===== src/rtl/tbs_pkg.sv =====
// Constants shared by the two-bit slice datapath.
// Assumes a single clock and a synchronous active-high reset.
package tbs_pkg;
   localparam int FUNC_W = 7;
   localparam int SEL_W = 4;
   localparam int GRP_W = 3;
   localparam int SEL_LSB = 0;
   localparam int GRP_LSB = 4;
   localparam int NUM_SCRATCH = 10;
   localparam logic [2:0] GRP_ADD_BOTH = 3'h0;
   localparam logic [2:0] GRP_ADDR_LOAD = 3'h1;
   localparam logic [2:0] GRP_DECR = 3'h2;
   localparam logic [2:0] GRP_ADD_ONE = 3'h3;
   // Register-select codes: 0 to 9 pick scratchpads, pairs pick aux/sum.
   localparam logic [3:0] SEL_AUX_A = 4'hc;
   localparam logic [3:0] SEL_SUM_A = 4'hd;
   localparam logic [3:0] SEL_AUX_B = 4'ha;
   localparam logic [3:0] SEL_SUM_B = 4'hb;
   localparam logic [3:0] SEL_AUX_C = 4'he;
   localparam logic [3:0] SEL_SUM_C = 4'hf;
   localparam logic [3:0] SEL_LAST_SCRATCH = 4'h9;
   localparam logic [1:0] RESET_WORD = 2'h0;
   typedef enum logic [1:0] {
      tbs_grp_one,
      tbs_grp_mem,
      tbs_grp_three,
      tbs_grp_none
   } tbs_rgrp_e;
endpackage


===== src/rtl/tbs_slice.sv =====
// Two-bit processor slice datapath, function groups 0 to 3.
// Assumes microcode inputs are synchronous to clk; bus inputs come from
// outside and are synchronised here. Three-state enables are active low.
`timescale 1ns/100ps

module tbs_slice #(
   parameter int WIDTH = 2
) (
   input wire logic clk,
   input wire logic reset,
   input wire logic [tbs_pkg::FUNC_W-1:0] micro_func,
   input wire logic [WIDTH-1:0] mask_bus,
   input wire logic [WIDTH-1:0] mem_in,
   input wire logic [WIDTH-1:0] ext_in,
   input wire logic carry_input,
   input wire logic shift_in_high,
   output logic carry_output,
   output logic carry_output_oe_n,
   output logic right_shift_out,
   output logic right_shift_out_oe_n,
   output logic look_gen,
   output logic look_prop,
   output logic [WIDTH-1:0] addr_out,
   output logic addr_out_oe_n,
   output logic [WIDTH-1:0] sum_out,
   output logic [WIDTH-1:0] aux_out
);

   // ********************************************************
   // Input synchronisers and microcode decode
   // ********************************************************

   logic [WIDTH-1:0] mem_s1_q;
   logic [WIDTH-1:0] mem_s2_q;
   logic [WIDTH-1:0] ext_s1_q;
   logic [WIDTH-1:0] ext_s2_q;
   logic carry_s1_q;
   logic carry_s2_q;
   logic shin_s1_q;
   logic shin_s2_q;

   // Bus pins pass two flip-flops before any logic looks at them.
   always_ff @(posedge clk)
   begin
      mem_s1_q <= mem_in;
      mem_s2_q <= mem_s1_q;
      ext_s1_q <= ext_in;
      ext_s2_q <= ext_s1_q;
      carry_s1_q <= carry_input;
      carry_s2_q <= carry_s1_q;
      shin_s1_q <= shift_in_high;
      shin_s2_q <= shin_s1_q;
   end

   logic [tbs_pkg::GRP_W-1:0] grp;
   logic [tbs_pkg::SEL_W-1:0] sel;
   tbs_pkg::tbs_rgrp_e rgrp;
   logic sel_sum;

   // Split the microfunction into operation group and register select.
   assign grp = micro_func[tbs_pkg::GRP_LSB +: tbs_pkg::GRP_W];
   assign sel = micro_func[tbs_pkg::SEL_LSB +: tbs_pkg::SEL_W];

   // Map the register-select code onto one of the three register groups.
   always_comb
   begin
      rgrp = tbs_pkg::tbs_grp_none;
      sel_sum = 1'b0;
      case (sel)
         tbs_pkg::SEL_AUX_A, tbs_pkg::SEL_SUM_A:
         begin
            rgrp = tbs_pkg::tbs_grp_one;
            sel_sum = (sel == tbs_pkg::SEL_SUM_A);
         end
         tbs_pkg::SEL_AUX_B, tbs_pkg::SEL_SUM_B:
         begin
            rgrp = tbs_pkg::tbs_grp_mem;
            sel_sum = (sel == tbs_pkg::SEL_SUM_B);
         end
         tbs_pkg::SEL_AUX_C, tbs_pkg::SEL_SUM_C:
         begin
            rgrp = tbs_pkg::tbs_grp_three;
            sel_sum = (sel == tbs_pkg::SEL_SUM_C);
         end
         default:
         begin
            rgrp = (sel <= tbs_pkg::SEL_LAST_SCRATCH) ?
                   tbs_pkg::tbs_grp_one : tbs_pkg::tbs_grp_none;
            sel_sum = 1'b0;
         end
      endcase
   end

   // ********************************************************
   // Register file and operand selection
   // ********************************************************

   logic [WIDTH-1:0] scratch_q [tbs_pkg::NUM_SCRATCH];
   logic [WIDTH-1:0] sum_register_q;
   logic [WIDTH-1:0] aux_q;
   logic [WIDTH-1:0] address_hold_reg_q;
   logic [WIDTH-1:0] rn;
   logic [WIDTH-1:0] at;
   logic is_scratch;

   assign is_scratch = (sel <= tbs_pkg::SEL_LAST_SCRATCH);
   assign at = sel_sum ? sum_register_q : aux_q;

   // Group-one operand: scratchpad, aux or the sum register itself.
   always_comb
   begin
      if (is_scratch)
         rn = scratch_q[sel];
      else
         rn = at;
   end

   // ********************************************************
   // Arithmetic unit
   // ********************************************************

   logic [WIDTH-1:0] op_a;
   logic [WIDTH-1:0] op_b;
   logic [WIDTH-1:0] res;
   logic [WIDTH:0] full_sum;
   logic wr_dest;
   logic wr_sum_too;
   logic wr_addr;
   logic [WIDTH-1:0] addr_d;
   logic is_shift;
   logic [WIDTH-1:0] sum_and_k;
   logic [WIDTH-1:0] ones;

   assign sum_and_k = sum_register_q & mask_bus;
   assign ones = '1;

   // Choose the two adder operands and the destinations per group.
   always_comb
   begin
      op_a = '0;
      op_b = '0;
      wr_dest = 1'b0;
      wr_sum_too = 1'b0;
      wr_addr = 1'b0;
      addr_d = address_hold_reg_q;
      is_shift = 1'b0;
      case (grp)
         tbs_pkg::GRP_ADD_BOTH:
         begin
            wr_dest = (rgrp != tbs_pkg::tbs_grp_none);
            case (rgrp)
               tbs_pkg::tbs_grp_one:
               begin
                  // Target equal to sum register adds the masked sum register to itself.
                  op_a = rn;
                  op_b = sum_and_k;
                  wr_sum_too = 1'b1;
               end
               tbs_pkg::tbs_grp_mem:
               begin
                  op_a = mem_s2_q;
                  op_b = sum_and_k;
               end
               default:
               begin
                  op_a = at;
                  is_shift = 1'b1;
               end
            endcase
         end
         tbs_pkg::GRP_ADDR_LOAD:
         begin
            wr_dest = (rgrp != tbs_pkg::tbs_grp_none);
            case (rgrp)
               tbs_pkg::tbs_grp_one:
               begin
                  op_a = rn;
                  op_b = mask_bus;
                  wr_addr = 1'b1;
                  addr_d = rn | mask_bus;
               end
               tbs_pkg::tbs_grp_mem:
               begin
                  op_a = mem_s2_q;
                  op_b = mask_bus;
                  wr_addr = 1'b1;
                  addr_d = mem_s2_q | mask_bus;
               end
               default:
               begin
                  op_a = ~at | mask_bus;
                  op_b = at & mask_bus;
               end
            endcase
         end
         tbs_pkg::GRP_DECR:
         begin
            wr_dest = (rgrp != tbs_pkg::tbs_grp_none);
            op_b = ones;
            if (rgrp == tbs_pkg::tbs_grp_three)
               op_a = ext_s2_q & mask_bus;
            else
               op_a = sum_and_k;
         end
         tbs_pkg::GRP_ADD_ONE:
         begin
            wr_dest = (rgrp != tbs_pkg::tbs_grp_none);
            case (rgrp)
               tbs_pkg::tbs_grp_one:
               begin
                  op_a = rn;
                  op_b = sum_and_k;
               end
               tbs_pkg::tbs_grp_mem:
               begin
                  op_a = mem_s2_q;
                  op_b = sum_and_k;
               end
               default:
               begin
                  op_a = at;
                  op_b = ext_s2_q & mask_bus;
               end
            endcase
         end
         default:
         begin
            wr_dest = 1'b0;
         end
      endcase
   end

   // Adder result; shift replaces it in the shift-right case.
   assign full_sum = {1'b0, op_a} + {1'b0, op_b} + {{WIDTH{1'b0}}, carry_s2_q};
   assign res = is_shift ? {shin_s2_q, at[WIDTH-1:1]} : full_sum[WIDTH-1:0];

   // ********************************************************
   // State update on the rising edge
   // ********************************************************

   // Scratchpad writes for codes 0 to 9.
   always_ff @(posedge clk)
   begin
      if (reset)
      begin
         for (int i = 0; i < tbs_pkg::NUM_SCRATCH; i++)
            scratch_q[i] <= tbs_pkg::RESET_WORD;
      end
      else if (wr_dest && is_scratch)
         scratch_q[sel] <= res;
   end

   // Sum register: written as target or as the group-0 copy.
   always_ff @(posedge clk)
   begin
      if (reset)
         sum_register_q <= tbs_pkg::RESET_WORD;
      else if (wr_dest && (wr_sum_too || (!is_scratch && sel_sum)))
         sum_register_q <= res;
   end

   // Auxiliary register write.
   always_ff @(posedge clk)
   begin
      if (reset)
         aux_q <= tbs_pkg::RESET_WORD;
      else if (wr_dest && !is_scratch && !sel_sum)
         aux_q <= res;
   end

   // Address register, loaded only by group 1 register transfers.
   always_ff @(posedge clk)
   begin
      if (reset)
         address_hold_reg_q <= tbs_pkg::RESET_WORD;
      else if (wr_addr)
         address_hold_reg_q <= addr_d;
   end

   // ********************************************************
   // Registered outputs
   // ********************************************************

   logic [WIDTH-1:0] gen_bits;
   logic [WIDTH-1:0] prop_bits;
   logic gen_all;
   assign gen_bits = op_a & op_b;
   assign prop_bits = op_a | op_b;

   // Group generate across the slice, low bit first.
   always_comb
   begin
      gen_all = 1'b0;
      for (int i = 0; i < WIDTH; i++)
         gen_all = gen_bits[i] | (prop_bits[i] & gen_all);
   end

   // Cascade and shift outputs registered for clean edges; the shift-out
   // bit is only loaded by a shift so it stands until the next shift.
   always_ff @(posedge clk)
   begin
      if (reset)
      begin
         carry_output <= 1'b0;
         carry_output_oe_n <= 1'b1;
         right_shift_out <= 1'b0;
         right_shift_out_oe_n <= 1'b1;
         look_gen <= 1'b0;
         look_prop <= 1'b0;
      end
      else
      begin
         carry_output <= full_sum[WIDTH];
         carry_output_oe_n <= is_shift;
         if (is_shift)
            right_shift_out <= at[0];
         right_shift_out_oe_n <= !is_shift;
         look_gen <= gen_all;
         look_prop <= &prop_bits;
      end
   end

   // Address bus follows the address register; enabled out of reset.
   always_ff @(posedge clk)
   begin
      if (reset)
      begin
         addr_out <= tbs_pkg::RESET_WORD;
         addr_out_oe_n <= 1'b1;
         sum_out <= tbs_pkg::RESET_WORD;
         aux_out <= tbs_pkg::RESET_WORD;
      end
      else
      begin
         addr_out <= address_hold_reg_q;
         addr_out_oe_n <= 1'b0;
         sum_out <= sum_register_q;
         aux_out <= aux_q;
      end
   end

   // ********************************************************
   // Checks
   // ********************************************************

   addr_follow_a: assert property (@(posedge clk) disable iff (reset)
      !reset |=> ##1 addr_out == $past(address_hold_reg_q))
      else $error("address bus lags address register");

   grp3_sum_hold_a: assert property (@(posedge clk) disable iff (reset)
      (grp == tbs_pkg::GRP_ADD_ONE && is_scratch)
      |=> $stable(sum_register_q))
      else $error("sum changed on group 3 scratch write");

   grp0_copy_a: assert property (@(posedge clk) disable iff (reset)
      (grp == tbs_pkg::GRP_ADD_BOTH && is_scratch)
      |=> sum_register_q == scratch_q[$past(sel)])
      else $error("sum and scratch differ after group 0");

   shift_en_a: assert property (@(posedge clk) disable iff (reset)
      is_shift |=> !right_shift_out_oe_n && carry_output_oe_n)
      else $error("shift output enables wrong");

   dsm_addr_a: assert property (@(posedge clk) disable iff (reset)
      (grp == tbs_pkg::GRP_ADDR_LOAD && rgrp != tbs_pkg::tbs_grp_three
       && rgrp != tbs_pkg::tbs_grp_none && mask_bus == ones)
      |=> address_hold_reg_q == ones)
      else $error("all-ones mask did not set address");

   carry_en_a: assert property (@(posedge clk) disable iff (reset)
      !is_shift |=> !carry_output_oe_n && right_shift_out_oe_n)
      else $error("carry output enables wrong");

endmodule


===== config.mk =====
export PLATFORM = sky130hd
export DESIGN_NAME = tbs_slice
export DESIGN_NICKNAME = d
export VERILOG_FILES = /design/src/rtl/tbs_pkg.sv /design/src/rtl/tbs_slice.sv
export SDC_FILE = /design/constraint.sdc
export NUM_CORES = 1
export LEC_CHECK = 0
export ABC_AREA = 1
export BUFFER_PORTS_ARGS = -buffer_cell sky130_fd_sc_hd__buf_2
export CORE_MARGIN = 5
export CORE_UTILIZATION = 45
export DETAILED_ROUTE_END_ITERATION = 8
export PLACE_DENSITY = 0.72
export SETUP_SLACK_MARGIN = 0.3
export SLEW_MARGIN = 20
export SYNTH_ARGS = -nofsm -noshare
export SYNTH_HDL_FRONTEND = slang
export SYNTH_SLANG_ARGS = --single-unit

===== constraint.sdc =====
create_clock -name clk -period 2.85 [get_ports clk]
set_input_delay 0.285 -clock clk [delete_from_list [all_inputs] [get_ports clk]]
set_output_delay 0.285 -clock clk [all_outputs]
set_load 0.02 [all_outputs]

==> impl_metrics.json <==
{
  "status": "complete, no violations",
  "power.density_nw_per_um2": 487,
  "ys_top_cells_by_area": "dfxtp_1 (26%), edfxtp_1 (25%), nand2_1 (11%)",
  "htree_levels": 2,
  "hold_class": "in -> reg",
  "hold_viol": 0,
  "ir_drop_mv": 0.364,
  "grt_pass1_vias": 2023,
  "grt_use_total_pct": 15.8,
  "async_reset_ff_share_pct": 0,
  "insertedDiodeCount": 0,
  "n_fill_cell": 468,
  "area_growth_pct": 27.3,
  "path_clk_slew_ps": 100,
  "final-setup-viol-count": 0,
  "clock_latency_ps": 310,
  "avgSynthCellArea_um2": 8.31,
  "cp_max_fo": 5,
  "grt_pass1_wl_um": 8860,
  "netlist_top_cells_count": "nand2_1 (70), nor2_1 (37), inv_1 (36), dfxtp_1 (31), nand3_1 (31)",
  "clock_path_buffers": 2,
  "hpwl_um": 3870,
  "netlist_instances": 289,
  "io-pin-count": 30,
  "syn_nets": 312,
  "drt_iter0_markers": 112,
  "synth_edf_count": 20,
  "yosys.area.top_type": "dfxtp_1",
  "yosysUniqueCellTypes": 28,
  "antenna_found_initial": 0,
  "drc": 0,
  "ys.flop_type": "dfxtp_1",
  "cts_buffers": 5,
  "fin_crit_ps": 2580,
  "fp.dieW_um": 83.0,
  "grt_setup_unrepaired": "yes",
  "via_count": 2064,
  "cap_viol_max_count": 0,
  "die_y_um": 83.0,
  "place_area_um2": 2720,
  "ys_ff_latch": 51,
  "setup_ws_ps": 272,
  "ant_nets": 0,
  "worstSetupPathType": "reg -> reg",
  "p_leak_nw": 1.44,
  "port-buffer-count": 29,
  "post-place-ws_ps": -54.0,
  "num_rows": 26,
  "tightest_slew_ps": 469,
  "startpoint_type": "flip-flop",
  "relSlewSlack_pct": 68.7,
  "final.setup_skew_ps": 4.40,
  "synth_top_area_share_pct": 25.8,
  "period_share_pct": 90.4,
  "nNetsFinal": 372,
  "cts-root-buf": "clkbuf_8",
  "ys_warn_count": 0,
  "vias_per_cell": 4.91,
  "finalPower_mw": 1.49,
  "worst_setup_path_end_kind": "flip-flop",
  "core_area_um2": 5140,
  "place.gp.congestion": 0.916,
  "drive_above_1_share_pct": 33.7,
  "drt-total-wl_um": 5550,
  "maxSlewViolCount": 0,
  "fmax_ghz": 0.388,
  "cts_tree": "done",
  "grt_overflow": 0,
  "netlist_area_um2": 2400,
  "die_area_um2": 6900,
  "wl_per_cell_um": 13.2,
  "worstPathRequired_ps": 3020,
  "yosysSeqAreaShare_pct": 50.9,
  "cts.sinks": 51,
  "drtPass1Iterations": 4,
  "final_area_um2": 3060,
  "start_util_pct": 46.7,
  "yosysMostFrequentCell": "nand2_1",
  "grt_max_degree": 18,
  "cp.arrival_ps": 2750
}
## layout make-up
type | instances | area, um^2 | area share, %
sequential | 51 | 1220 | 40.1
clock buffer | 5 | 68.8 | 2.25
multi-input combinational | 194 | 1100 | 36.1
tap | 70 | 87.6 | 2.87
timing repair inverter | 1 | 7.51 | 0.246
timing repair buffer | 57 | 385 | 12.6
inverter | 39 | 155 | 5.08
clock inverter | 3 | 22.5 | 0.737
## metal layers
metal	wire, um	global-route usage [%]	vias to the layer above
met4	151	6.84	0
met5	0	0	-
met1	2360	19.1	931
li1	-	-	1041
met2	2710	26.5	76
met3	327	3.96	16
## timing repair
action                                 CTS  global route
buffers inserted                         4             8
cloned                                   1             1
hold buffers                             0             0
setup endpoints to repair               10            12
gates resized for setup                 12            38
endpoints found under the hold margin    0             0
pin swaps                               14            22
## final timing paths
check,from,endpoint,slack (ps),cells after the start
max,aux_q[0]$_SDFFE_PP0P_,scratch_q[6][1]$_SDFFCE_PN0P_,270,14
min reg2reg,ext_s1_q[1]$_DFF_P_,ext_s2_q[1]$_DFF_P_,340,0
max reg2reg,aux_q[0]$_SDFFE_PP0P_,scratch_q[6][1]$_SDFFCE_PN0P_,270,14
min,ext_in[0],ext_s1_q[0]$_DFF_P_,70,1
## stage by stage
| step | hold slack [ps] | utilization (%) | instances | TNS [ps] |
|---|---|---|---|---|
| finish | 65.6 | 59.5 | 420 | 0 |
| global route | 56.4 | 59.5 | 420 | 0 |
| CTS | 66.1 | 56.2 | 411 | 0 |
| detailed placement | 313 | 52.9 | 398 | -388 |
| global placement | 311 | 52.9 | 398 | -190 |
| floorplan | 310 | - | 289 | 0 |
## sequential cells by signal (all words and copies together) (netlist names), 2 cells and up
signal	flops
sum_out	2
ext_s2_q	2
scratch_q	20
aux_out	2
aux_q	2
mem_s2_q	2
mem_s1_q	2
sum_register_q	2
addr_out	2
ext_s1_q	2
address_hold_reg_q	2
## worst max-delay path, stage by stage (launching register included)
cell	delay, ps
dfxtp_1	390
nand2_2	100
nand2_4	100
buf_4	110
nand3_1	70
nand2_1	60
nand2_1	80
nand2_2	80
nand2_2	60
fa_2	340
inv_2	60
fa_1	440
o21ai_4	250
nand2_4	140
nor2_2	140
## kinds of logic after synthesis
logic type      synth area share, %
simple gates                   31.1
flops                          50.9
buf+inv                        7.82
compound gates                 6.46
fa+ha+maj                      3.75
## report_power, final
part	internal, mW	switching [mW]
clock network	0.177	0.250
logic	0.103	0.159
registers	0.789	0.0118
total	1.07	0.421
## cells in the final DEF (no fill, tap or decap), types with 7 or more instances in the layout
| cell | instances |
|---|---|
| nand2_2 | 9 |
| inv_1 | 30 |
| inv_2 | 7 |
| nor2_2 | 11 |
| o21ai_0 | 9 |
| nand3_1 | 26 |
| dfxtp_1 | 30 |
| edfxtp_1 | 20 |
| buf_4 | 28 |
| a21oi_1 | 12 |
| nor2_1 | 29 |
| buf_2 | 25 |
| nand2_1 | 64 |
Note: power is estimated with default switching activity, not from simulation.
